<file path="config.mk">
export PLATFORM = sky130hd
export DESIGN_NAME = sigma_delta_decimation_filter
export DESIGN_NICKNAME = d
export VERILOG_FILES = /design/src/design/sdf_pkg.sv /design/src/design/sigma_delta_decimation_filter.sv
export SDC_FILE = /design/constraint.sdc
export NUM_CORES = 2
export LEC_CHECK = 0
export ABC_CLOCK_PERIOD_IN_PS = 46100
export BUFFER_PORTS_ARGS = -buffer_cell sky130_fd_sc_hd__buf_2
export CAP_MARGIN = 0
export CORE_ASPECT_RATIO = 2
export CORE_UTILIZATION = 40
export CTS_BUF_LIST = sky130_fd_sc_hd__clkbuf_4
export CTS_CLUSTER_SIZE = 16
export DETAILED_ROUTE_END_ITERATION = 6
export MAX_ROUTING_LAYER = met4
export PLACE_DENSITY = 0.62
export SYNTH_ARGS = -nofsm -noshare
export SYNTH_HDL_FRONTEND = slang
export SYNTH_SLANG_ARGS = --single-unit
</file>
<file path="constraint.sdc">
create_clock -name sys_clk_in -period 46.1 [get_ports sys_clk_in]
set_clock_uncertainty 0.2 [all_clocks]
set_input_delay 13.83 -clock sys_clk_in [delete_from_list [all_inputs] [get_ports sys_clk_in]]
set_output_delay 13.83 -clock sys_clk_in [all_outputs]
set_load 0.03 [all_outputs]
</file>
<file path="src/design/sdf_pkg.sv">
package sdf_pkg;

    // ------------------------------------------------------------------
    // Widths and fixed figures
    // ------------------------------------------------------------------
    localparam int MOD_DIV = 8;                // Converter clocks per modulator bit.
    localparam logic [2:0] MOD_DIV_LAST = 3'h7;
    localparam int S1_ORDER = 5;               // Fixed order of the first stage.
    localparam int S2_ORDER_MAX = 4;           // Highest order of the second stage.
    localparam int S1_W = 32;                  // 2 bits for the +1/-1 input plus 5 * log2(64) growth.
    localparam int S2_W = 84;                  // S1_W plus 4 * 13 bits for ratios up to 5760.
    localparam int FIR_W = S2_W + 5;           // Room for a sum of 30 words.
    localparam int OUT_W = FIR_W + 3;          // Room for an average of up to 8 words.
    localparam int A_W = 7;
    localparam int B_W = 13;
    localparam int AVG_W = 4;
    localparam logic [A_W-1:0] A_FULL = 7'h40; // Ratio 64, the only one feeding stage two.
    localparam logic [4:0] FIR_LAST = 5'h1d;   // FIR decimation by 30.
    localparam logic [B_W-1:0] FIR_PRE_B = 13'h0018; // 64 * 24 gives 600 Hz.
    localparam logic [3:0] BYPASS_MIN_CODE = 4'hd;    // Codes 1101 and up skip stage two.
    localparam int FIR_SEL_BIT = 2;            // Order field values 1xx select FIR.

    // Configuration carried as one word.
    typedef struct packed {
        logic fir;
        logic [1:0] order;   // 0..3 means sinc1..sinc4.
        logic [3:0] rate;
    } cfg_s;

    // First-stage ratio from the rate code.
    function automatic logic [A_W-1:0] s1_ratio(input cfg_s c);
        if (c.fir) begin
            s1_ratio = A_FULL;
        end else if (c.rate == 4'hf) begin
            s1_ratio = 7'h18;
        end else if (c.rate == 4'he) begin
            s1_ratio = 7'h30;
        end else begin
            s1_ratio = A_FULL;
        end
    endfunction

    // Second-stage ratio from the rate code.
    function automatic logic [B_W-1:0] s2_ratio(input cfg_s c);
        if (c.fir) begin
            s2_ratio = FIR_PRE_B;
        end else begin
            case (c.rate)
                4'h0: s2_ratio = 13'h1680;
                4'h1: s2_ratio = 13'h0b40;
                4'h2: s2_ratio = 13'h05a0;
                4'h3: s2_ratio = 13'h0360;
                4'h4: s2_ratio = 13'h02d0;
                4'h5: s2_ratio = 13'h0120;
                4'h6: s2_ratio = 13'h00f0;
                4'h7: s2_ratio = 13'h0090;
                4'h8: s2_ratio = 13'h0024;
                4'h9: s2_ratio = 13'h000c;
                4'ha: s2_ratio = 13'h0006;
                4'hb: s2_ratio = 13'h0003;
                4'hc: s2_ratio = 13'h0002;
                default: s2_ratio = 13'h0001;
            endcase
        end
    endfunction

    // Averager ratio after the FIR: 20, 10, 5 and 2.5 words per second.
    function automatic logic [AVG_W-1:0] avg_ratio(input cfg_s c);
        case (c.rate)
            4'h0: avg_ratio = 4'h8;
            4'h1: avg_ratio = 4'h4;
            4'h2: avg_ratio = 4'h2;
            default: avg_ratio = 4'h1;
        endcase
    endfunction

endpackage

</file>
<file path="src/design/sigma_delta_decimation_filter.sv">
`timescale 1ns/1ps
// Behaviour
// - Stage one is a fixed fifth-order sinc decimator fed by the modulator bit taken every eighth clock.
// - Stage one decimates by 24, 48 or 64.
// - Rate codes for 38400, 19200 and 14400 words per second deliver stage-one words and skip stage two.
// - Stage two takes stage-one words only at ratio 64 and decimates them further.
// - Outside FIR mode, output words come every 8 * A * B clocks, A and B being the two stage ratios.
// - A three-bit order field of the first mode register selects the stage-two order.
// - Stage two runs as sinc1, sinc2, sinc3 or sinc4.
// - A four-bit rate code of the second mode register selects the output rate.
// - Codes 0000 to 0110 use A = 64 with B = 5760, 2880, 1440, 864, 720, 288 and 240.
// - Codes 0111 to 1101 use A = 64 with B = 144, 36, 12, 6, 3, 2, 1; 1110 uses 48 and 1111 uses 24.
// - All rates follow the converter clock, since every ratio counts clock cycles.
// - FIR mode gives 20, 10, 5 and 2.5 words per second, each settled in one conversion.
// - The FIR section takes stage-two words at 600 Hz and decimates by 30.
// - For 10, 5 and 2.5 words per second a first-order averager follows the FIR.
// - A higher stage-two order adds comb sections and so lengthens the settling of a result.
module sigma_delta_decimation_filter
    import sdf_pkg::*;
(
    input wire logic sys_clk_in,
    input wire logic rst_in,
    input wire logic mod_bit_in,
    input wire logic [2:0] order_in,
    input wire logic [3:0] rate_code_in,
    output logic [OUT_W-1:0] sample_out,
    output logic sample_valid_out
);

    // ------------------------------------------------------------------
    // Configuration
    // ------------------------------------------------------------------
    cfg_s cfg;
    cfg_s cfg_q;
    logic cfg_chg;
    logic [A_W-1:0] ratio_a;
    logic [B_W-1:0] ratio_b;
    logic [AVG_W-1:0] ratio_avg;
    logic bypass;

    // Order field and rate code form one word; a change restarts every counter except the modulator bit divider.
    assign cfg = '{fir: order_in[FIR_SEL_BIT], order: order_in[1:0], rate: rate_code_in};
    assign ratio_a = s1_ratio(cfg);
    assign ratio_b = s2_ratio(cfg);
    assign ratio_avg = avg_ratio(cfg);
    assign bypass = !cfg.fir && (cfg.rate >= BYPASS_MIN_CODE);
    assign cfg_chg = (cfg != cfg_q);

    always_ff @(posedge sys_clk_in) begin
        if (rst_in) begin
            cfg_q <= '0;
        end else begin
            cfg_q <= cfg;
        end
    end

    // ------------------------------------------------------------------
    // Modulator bit rate
    // ------------------------------------------------------------------
    logic [2:0] mod_div;
    logic mod_en;

    // The modulator delivers one bit every eighth clock, so all rates follow the clock.
    assign mod_en = (mod_div == MOD_DIV_LAST);

    always_ff @(posedge sys_clk_in) begin
        if (rst_in) begin
            mod_div <= '0;
        end else begin
            mod_div <= mod_div + 3'h1;
        end
    end

    // ------------------------------------------------------------------
    // Stage one: sinc5 integrators, decimator and combs
    // ------------------------------------------------------------------
    logic signed [S1_W-1:0] i1_n [0:S1_ORDER];
    logic signed [S1_W-1:0] i1_q [1:S1_ORDER];
    logic signed [S1_W-1:0] c1_n [0:S1_ORDER];
    logic signed [S1_W-1:0] c1_d [1:S1_ORDER];
    logic [A_W-1:0] s1_cnt;
    logic s1_tick;
    logic signed [S1_W-1:0] s1_data;
    logic s1_valid;

    // A one maps to +1 and a zero to -1, so the word stays centred on zero.
    assign i1_n[0] = mod_bit_in ? S1_W'(1) : -S1_W'(1);
    assign c1_n[0] = i1_n[S1_ORDER];
    assign s1_tick = mod_en && (s1_cnt == ratio_a - A_W'(1));

    // Wrapping sums are intended: the combs undo any overflow of the integrators.
    for (genvar k = 1; k <= S1_ORDER; k++) begin : g_s1
        assign i1_n[k] = i1_q[k];
        assign c1_n[k] = c1_n[k-1] - c1_d[k];
        always_ff @(posedge sys_clk_in) begin
            if (rst_in) begin
                i1_q[k] <= '0;
                c1_d[k] <= '0;
            end else begin
                if (mod_en) begin
                    i1_q[k] <= i1_q[k] + i1_n[k-1];
                end
                if (s1_tick) begin
                    c1_d[k] <= c1_n[k-1];
                end
            end
        end
    end

    // Decimation counter and stage-one word.
    always_ff @(posedge sys_clk_in) begin
        if (rst_in || cfg_chg) begin
            s1_cnt <= '0;
            s1_valid <= 1'b0;
            s1_data <= '0;
        end else begin
            s1_valid <= s1_tick;
            if (s1_tick) begin
                s1_cnt <= '0;
                s1_data <= c1_n[S1_ORDER];
            end else if (mod_en) begin
                s1_cnt <= s1_cnt + A_W'(1);
            end
        end
    end

    // ------------------------------------------------------------------
    // Stage two: sinc1 to sinc4 with variable ratio
    // ------------------------------------------------------------------
    logic s2_in_en;
    logic [1:0] s2_order;
    logic signed [S2_W-1:0] i2_n [0:S2_ORDER_MAX];
    logic signed [S2_W-1:0] i2_q [1:S2_ORDER_MAX];
    logic signed [S2_W-1:0] c2_n [0:S2_ORDER_MAX];
    logic signed [S2_W-1:0] c2_d [1:S2_ORDER_MAX];
    logic [B_W-1:0] s2_cnt;
    logic s2_tick;
    logic signed [S2_W-1:0] s2_data;
    logic s2_valid;

    // Only ratio-64 words reach stage two; the FIR pre-stage runs as sinc1.
    assign s2_in_en = s1_valid && !bypass && (ratio_a == A_FULL);
    assign s2_order = cfg.fir ? 2'h0 : cfg.order;
    assign i2_n[0] = S2_W'(s1_data);
    assign c2_n[0] = i2_n[32'(s2_order) + 1];
    assign s2_tick = s2_in_en && (s2_cnt == ratio_b - B_W'(1));

    // Comb sections beyond the selected order pass their input through unchanged.
    for (genvar k = 1; k <= S2_ORDER_MAX; k++) begin : g_s2
        assign i2_n[k] = i2_q[k];
        assign c2_n[k] = (k <= 32'(s2_order) + 1) ? c2_n[k-1] - c2_d[k] : c2_n[k-1];
        always_ff @(posedge sys_clk_in) begin
            if (rst_in) begin
                i2_q[k] <= '0;
                c2_d[k] <= '0;
            end else begin
                if (s2_in_en) begin
                    i2_q[k] <= i2_q[k] + i2_n[k-1];
                end
                if (s2_tick) begin
                    c2_d[k] <= c2_n[k-1];
                end
            end
        end
    end

    // Stage-two decimation counter and word.
    always_ff @(posedge sys_clk_in) begin
        if (rst_in || cfg_chg) begin
            s2_cnt <= '0;
            s2_valid <= 1'b0;
            s2_data <= '0;
        end else begin
            s2_valid <= s2_tick;
            if (s2_tick) begin
                s2_cnt <= '0;
                s2_data <= c2_n[S2_ORDER_MAX];
            end else if (s2_in_en) begin
                s2_cnt <= s2_cnt + B_W'(1);
            end
        end
    end

    // ------------------------------------------------------------------
    // FIR section and averager
    // ------------------------------------------------------------------
    logic fir_en;
    logic [4:0] fir_cnt;
    logic fir_tick;
    logic signed [FIR_W-1:0] fir_acc;
    logic signed [FIR_W-1:0] fir_sum;
    logic signed [FIR_W-1:0] fir_data;
    logic fir_valid;
    logic [AVG_W-1:0] avg_cnt;
    logic avg_tick;
    logic signed [OUT_W-1:0] avg_acc;
    logic signed [OUT_W-1:0] avg_sum;
    logic signed [OUT_W-1:0] avg_data;
    logic avg_valid;

    // Each FIR word spans exactly its own 30 inputs, so it is settled at once.
    assign fir_en = s2_valid && cfg.fir;
    assign fir_tick = fir_en && (fir_cnt == FIR_LAST);
    assign fir_sum = fir_acc + FIR_W'(s2_data);
    assign avg_tick = fir_valid && (avg_cnt == ratio_avg - AVG_W'(1));
    assign avg_sum = avg_acc + OUT_W'(fir_data);

    always_ff @(posedge sys_clk_in) begin
        if (rst_in || cfg_chg) begin
            fir_cnt <= '0;
            fir_acc <= '0;
            fir_data <= '0;
            fir_valid <= 1'b0;
        end else begin
            fir_valid <= fir_tick;
            if (fir_tick) begin
                fir_cnt <= '0;
                fir_acc <= '0;
                fir_data <= fir_sum;
            end else if (fir_en) begin
                fir_cnt <= fir_cnt + 5'h01;
                fir_acc <= fir_sum;
            end
        end
    end

    // The averager is a plain block sum; ratio one passes each FIR word.
    always_ff @(posedge sys_clk_in) begin
        if (rst_in || cfg_chg) begin
            avg_cnt <= '0;
            avg_acc <= '0;
            avg_data <= '0;
            avg_valid <= 1'b0;
        end else begin
            avg_valid <= avg_tick;
            if (avg_tick) begin
                avg_cnt <= '0;
                avg_acc <= '0;
                avg_data <= avg_sum;
            end else if (fir_valid) begin
                avg_cnt <= avg_cnt + AVG_W'(1);
                avg_acc <= avg_sum;
            end
        end
    end

    // ------------------------------------------------------------------
    // Output selection
    // ------------------------------------------------------------------
    // One source is live per configuration, so the priority never arbitrates two words.
    always_ff @(posedge sys_clk_in) begin
        if (rst_in || cfg_chg) begin
            sample_out <= '0;
            sample_valid_out <= 1'b0;
        end else begin
            sample_valid_out <= 1'b0;
            if (bypass && s1_valid) begin
                sample_out <= OUT_W'(s1_data);
                sample_valid_out <= 1'b1;
            end else if (!bypass && !cfg.fir && s2_valid) begin
                sample_out <= OUT_W'(s2_data);
                sample_valid_out <= 1'b1;
            end else if (cfg.fir && avg_valid) begin
                sample_out <= avg_data;
                sample_valid_out <= 1'b1;
            end
        end
    end

    // ------------------------------------------------------------------
    // Checks
    // ------------------------------------------------------------------
    logic [31:0] out_gap;
    logic [31:0] exp_gap;
    logic out_armed;
    logic [9:0] s1_gap;
    logic s1_armed;

    assign exp_gap = 32'(MOD_DIV) * 32'(ratio_a) * 32'(ratio_b) * (cfg.fir ? 32'(30) * 32'(ratio_avg) : 32'(1));

    always_ff @(posedge sys_clk_in) begin
        if (rst_in || cfg_chg) begin
            out_gap <= '0;
            out_armed <= 1'b0;
            s1_gap <= '0;
            s1_armed <= 1'b0;
        end else begin
            out_gap <= sample_valid_out ? 32'(1) : out_gap + 32'(1);
            out_armed <= out_armed || sample_valid_out;
            s1_gap <= s1_valid ? 10'(1) : s1_gap + 10'(1);
            s1_armed <= s1_armed || s1_valid;
        end
    end
endmodule

</file>
# Word level (Yosys, flattened, before mapping)
# Memories as Yosys holds them, arrays and structs flattened.
# Index checks and enable logic that the tools add are counted.
# word_totals
word_cells	163
in_bits	10
n_memories	5
mem_bits_ro	208
ramBits	992
register_bits	614
output_inout_bits	93
# mem_list
memory	words	word_bits	read_ports	rd_clocked_by_memory_dff	write_ports	line	rtl
c2_d	4	84	4	0	4	sigma_delta_decimation_filter.sv:135	logic signed [S2_W-1:0] c2_d [1:S2_ORDER_MAX];
i2_q	4	84	4	0	4	sigma_delta_decimation_filter.sv:133	logic signed [S2_W-1:0] i2_q [1:S2_ORDER_MAX];
(name not given)	16	13	1	0	0	sdf_pkg.sv:48	case (c.rate)
c1_d	5	32	5	0	5	sigma_delta_decimation_filter.sv:80	logic signed [S1_W-1:0] c1_d [1:S1_ORDER];
i1_q	5	32	5	0	5	sigma_delta_decimation_filter.sv:78	logic signed [S1_W-1:0] i1_q [1:S1_ORDER];
# op_classes
order_cmp	6
addsub	29
mux	52
eq_ne	11
bitwise_logic	19
n_reduce_logical	21
# ops
op	n
$mux W84	14
$mux W32	11
$sub A84 B84 Y84	4
$mux W92	3
$add A84 B84 Y84	3
$bmux W84 S3	1
$add A32 B32 Y32	5
$sub A32 B32 Y32	5
$add A92 B89 Y92	1
$add A89 B84 Y89	1
$add A84 B32 Y84	1
$le A2 B32 Y1 const A	2
$ge A33 B4 Y1 const B	1
$not A32 Y33	1
$le A1 B32 Y1 const A	1
$mux W7	3
$or A1 B1 Y1	18
$mux W1	17
$add A13 B1 Y13 const B	1
$eq A13 B13 Y1	1
$mux W13	1
$sub A13 B1 Y13 const B	1
$logic_and A1 B1 Y1	12
$pmux W4 S3	1
other kinds (24)	29

# Longest topological paths before layout
# depth
depth_word	14
depth_mapped	73
mapped_depth_nobuf	63

# Worst setup path after synthesis
# No wires, ideal clock.
# synth_path
path_type	input port to flip-flop
from	input port order_in[2]
to	register s2_data[83]
setup_time_ns	0.128
setup_slack_ns	19.384
t_arrival_ns	26.388
path_stages	69
path_buffers	10
required_ns	45.772
path_cell_list	clkbuf_1 > clkbuf_1 > nor2b_1 > clkbuf_1 > inv_1 > clkbuf_1 > clkbuf_1 > buf_1 > ha_1 > clkbuf_1 > clkbuf_1 > clkbuf_1 > mux4_2 > nand2_1 > nand2_1 > ha_1 > a21o_1 > or3_1 > [... 33 more ...] > a21oi_1 > inv_1 > ha_1 > a21oi_1 > nor2b_1 > o21ai_0 > nand2b_1 > a21o_1 > a21o_1 > a21o_1 > a21o_1 > a21oi_1 > nor2_1 > a311oi_1 > mux2i_1 > xnor2_1 > mux2i_1 > nor2_1
# synth_lines
item	line	rtl
from (decl)	sigma_delta_decimation_filter.sv:24	input wire logic [2:0] order_in,
to (signal assigned)	sigma_delta_decimation_filter.sv:177	s2_data <= c2_n[S2_ORDER_MAX];
to (decl)	sigma_delta_decimation_filter.sv:138	logic signed [S2_W-1:0] s2_data;

==> flow_metrics.tcl <==
set metrics [dict create \
    tns_ns 0 \
    synth-simple-area-share 0.179 \
    crit_fanout 22 \
    firstDrtPassIters 6 \
    p_per_area_nw_per_um2 40.4 \
    rows 291 \
    grt_max_degree 178 \
    synth_top_family_by_area "compound AO/OA/AOI/OAI gates" \
    clock_latency_ns 1.42 \
    grt_pass1_wl_um 586000 \
    status "finished with violations" \
    yosysWarnings 0 \
    muxShareOfSynthArea 0.0260 \
    drt_wl_total_um 379000 \
    final_cell_mix "nor2_1, a21oi_1, nand2_1, ha_1, edfxtp_1" \
    die_w_um 399 \
    port-buffer-count 102 \
    final_common_cell "nor2_1" \
    syn_area_um2 126000 \
    routabilityCongestion 0.979 \
    synthAdderAreaFrac 0.119 \
    violations "slew limit" \
    grt_pass1_vias 109000 \
    cts_hold_buffers 0 \
    cts_made_buffers 407 \
    slowest_delay_ns 0.62 \
    cts_tree "yes" \
    die-height_um 796 \
    wl_per_cell_um 19.7 \
    async_reset_ff_frac 0 \
    fin_nets 16000 \
    critPathKind "in2reg" \
    synth_cell_types 101 \
    route.detailed.drc 0 \
    slowest_stage "o21ai_0" \
    hold_path_class "reg2reg" \
    period_minus_slack_ns 28.21 \
    critPathArrivalTime_ns 29.20 \
    cpMostUsedCell "a21oi_1" \
    die_area_um2 318000 \
    ys_ff_latch 1606 \
    post-cts-setup-buffers 0 \
    drv_cap 0 \
    ios 103 \
    antenna_found_initial 14 \
    worst_pin_slew_ns 1.52 \
    clock-sinks 1606 \
    cts_resized 0 \
    coreArea_um2 314000 \
    min_period_over_period 0.612 \
    area_growth_pct 7.61 \
    synth_edf_count 992 \
    drive_above_1_share 0.0717 \
    syn_area_per_cell_um2 8.48 \
    endpoint_kind "register" \
    hold_slack_ns 0.239 \
    drv_slew 25 \
    max-vdd-ir-drop_mv 0.0261 \
    ys.flop_type "edfxtp_1" \
    vias 108000 \
    cp.required_ns 47.09 \
    rsz0062_at_grt "false" \
    vias_per_cell 5.59 \
    total_power_mw 5.48 \
    ant_nets 0 \
    critPathLaunchType "input pin" \
    power_leakage_nw 57.9 \
    grt-ovfl-total 0 \
    hold_viol 0 \
    max_freq_mhz 35.4 \
    h-tree-depth 5 \
    synth-compound-area-share 0.219 \
    syn_inst 14900 \
    ys_seq_area_frac 0.334 \
    track_usage 0.239 \
    drt-initial-drc-count 5178 \
    syn_nets 16100 \
    setup_viol 0 \
    dp_hpwl_um 294000 \
    slew_headroom -0.0115 \
    clockBufferDepth 4 \
    synthXorXnorAreaFrac 0.0754 \
    start_util 0.402 \
    clk_pin_slew_worst_paths_ns 0.07 \
    cts_root_buf "clkbuf_4" \
]
[critical path: cells and delay by family]
family	cells	cell delay [ns]
compound gates	32	7.87
xor+xnor	4	0.64
fa+ha+maj	4	1.51
buf+inv	10	2.20
mux	3	0.94
simple gates	13	2.08
[cell usage after synthesis (23+ instances only)]
library cell  count  area share
or3_1            56      0.0028
a221oi_1         32      0.0022
a31oi_1         148      0.0073
nand3_1         241      0.0096
nand2_1        1337       0.040
o2111ai_1        26      0.0018
a311oi_1         25      0.0017
and4_1           37      0.0026
inv_1           899       0.027
a221o_1          29      0.0023
ha_1           1168        0.12
clkbuf_1        626       0.019
or2_2            40      0.0020
o31a_1           23      0.0016
nor3b_1          26      0.0015
mux2i_1         128       0.010
nand2b_1        169      0.0084
mux4_2           84       0.015
a211oi_1        164      0.0098
o211ai_1         67      0.0040
xnor2_1         605       0.042
o21bai_1        206       0.012
nand4_1         180      0.0089
and2_1          458       0.023
a31o_2           38      0.0026
dfxtp_1         614       0.097
a22o_1           33      0.0023
and3_1          136      0.0067
buf_1            51      0.0015
a41oi_1          43      0.0030
o22ai_1          26      0.0013
a21o_1          733       0.044
nand3b_1        109      0.0065
o21a_1          114      0.0068
nor2_1         1555       0.046
xor2_1          473       0.033
a21oi_1        1543       0.061
o31ai_1          48      0.0029
nor2b_1         186      0.0092
a22oi_1          82      0.0049
nor4_1           36      0.0018
nor3_1          214      0.0085
edfxtp_1        992        0.24
a21boi_0         40      0.0024
o21ai_0         754       0.030
[cells by family (layout without fill, tap and decap cells)]
family / count (synthesis) / count (layout)
muxes: 221 / 221
DFF: 1606 / 1606
buffers and inverters: 1582 / 1848
AOI/OAI and AO/OA: 4385 / 4385
adders and majority gates: 1188 / 1188
xor gates and xnor gates: 1081 / 1081
and+or+nand+nor: 4810 / 4810
other: 0 / 21
[state kept, by name, summed over array words and instances, names as in the netlist, 13 cells and up]
name / cells
c2_d: 336
i2_q: 336
sample_out: 92
s2_cnt: 13
fir_data: 89
avg_acc: 92
c1_d: 160
s2_data: 84
avg_data: 92
s1_data: 32
fir_acc: 89
i1_q: 160
[where the power goes]
part           total (mW)  internal [mW]  switching (mW)  leakage [nW]
clock                1.31          0.640           0.669          3.10
sequential           1.57           1.55          0.0203          15.1
combinational        2.60           1.02            1.58          39.7
[final cells by class]
cell class                 count  area, um^2
fill                       31900      178000
multi-input combinational  11700       78300
sequential                  1606       42100
tap                         4102        5130
clock buffer                 571        4290
inverter                     900        3380
timing repair buffer         223        1480
clock inverter               154         970
antenna                       21        52.6
[layer usage]
metal / GRT usage / share of wire / up-vias
li1: - / - / 53500
met1: 0.213 / 0.34 / 50900
met2: 0.467 / 0.56 / 2163
met3: 0.0249 / 0.031 / 1058
met4: 0.151 / 0.070 / 0
met5: - / 0 / -
[through the flow]
stage                     setup WS (ns)   util  area, um^2  instances
after floorplan                   19.38      -      126000      14900
after global placement            16.31  0.415      130000      18500
after detailed placement          16.59  0.415      130000      18500
after CTS                         18.03  0.432      136000      19200
after global routing              16.97  0.432      136000      19300
final                             17.89  0.432      136000      19300
[path summary, 6_finish.rpt]
path	start	end	slack, ns	cells after the start
worst max-delay path	order_in[2]	s2_data[83]	17.89	66
worst min-delay path	mod_div[0]	mod_div[0]	0.24	1
worst max register to register	s1_data[4]	s2_data[83]	31.89	59
worst min register to register	mod_div[0]	mod_div[0]	0.24	1
Power figures use the tool's default switching activity.
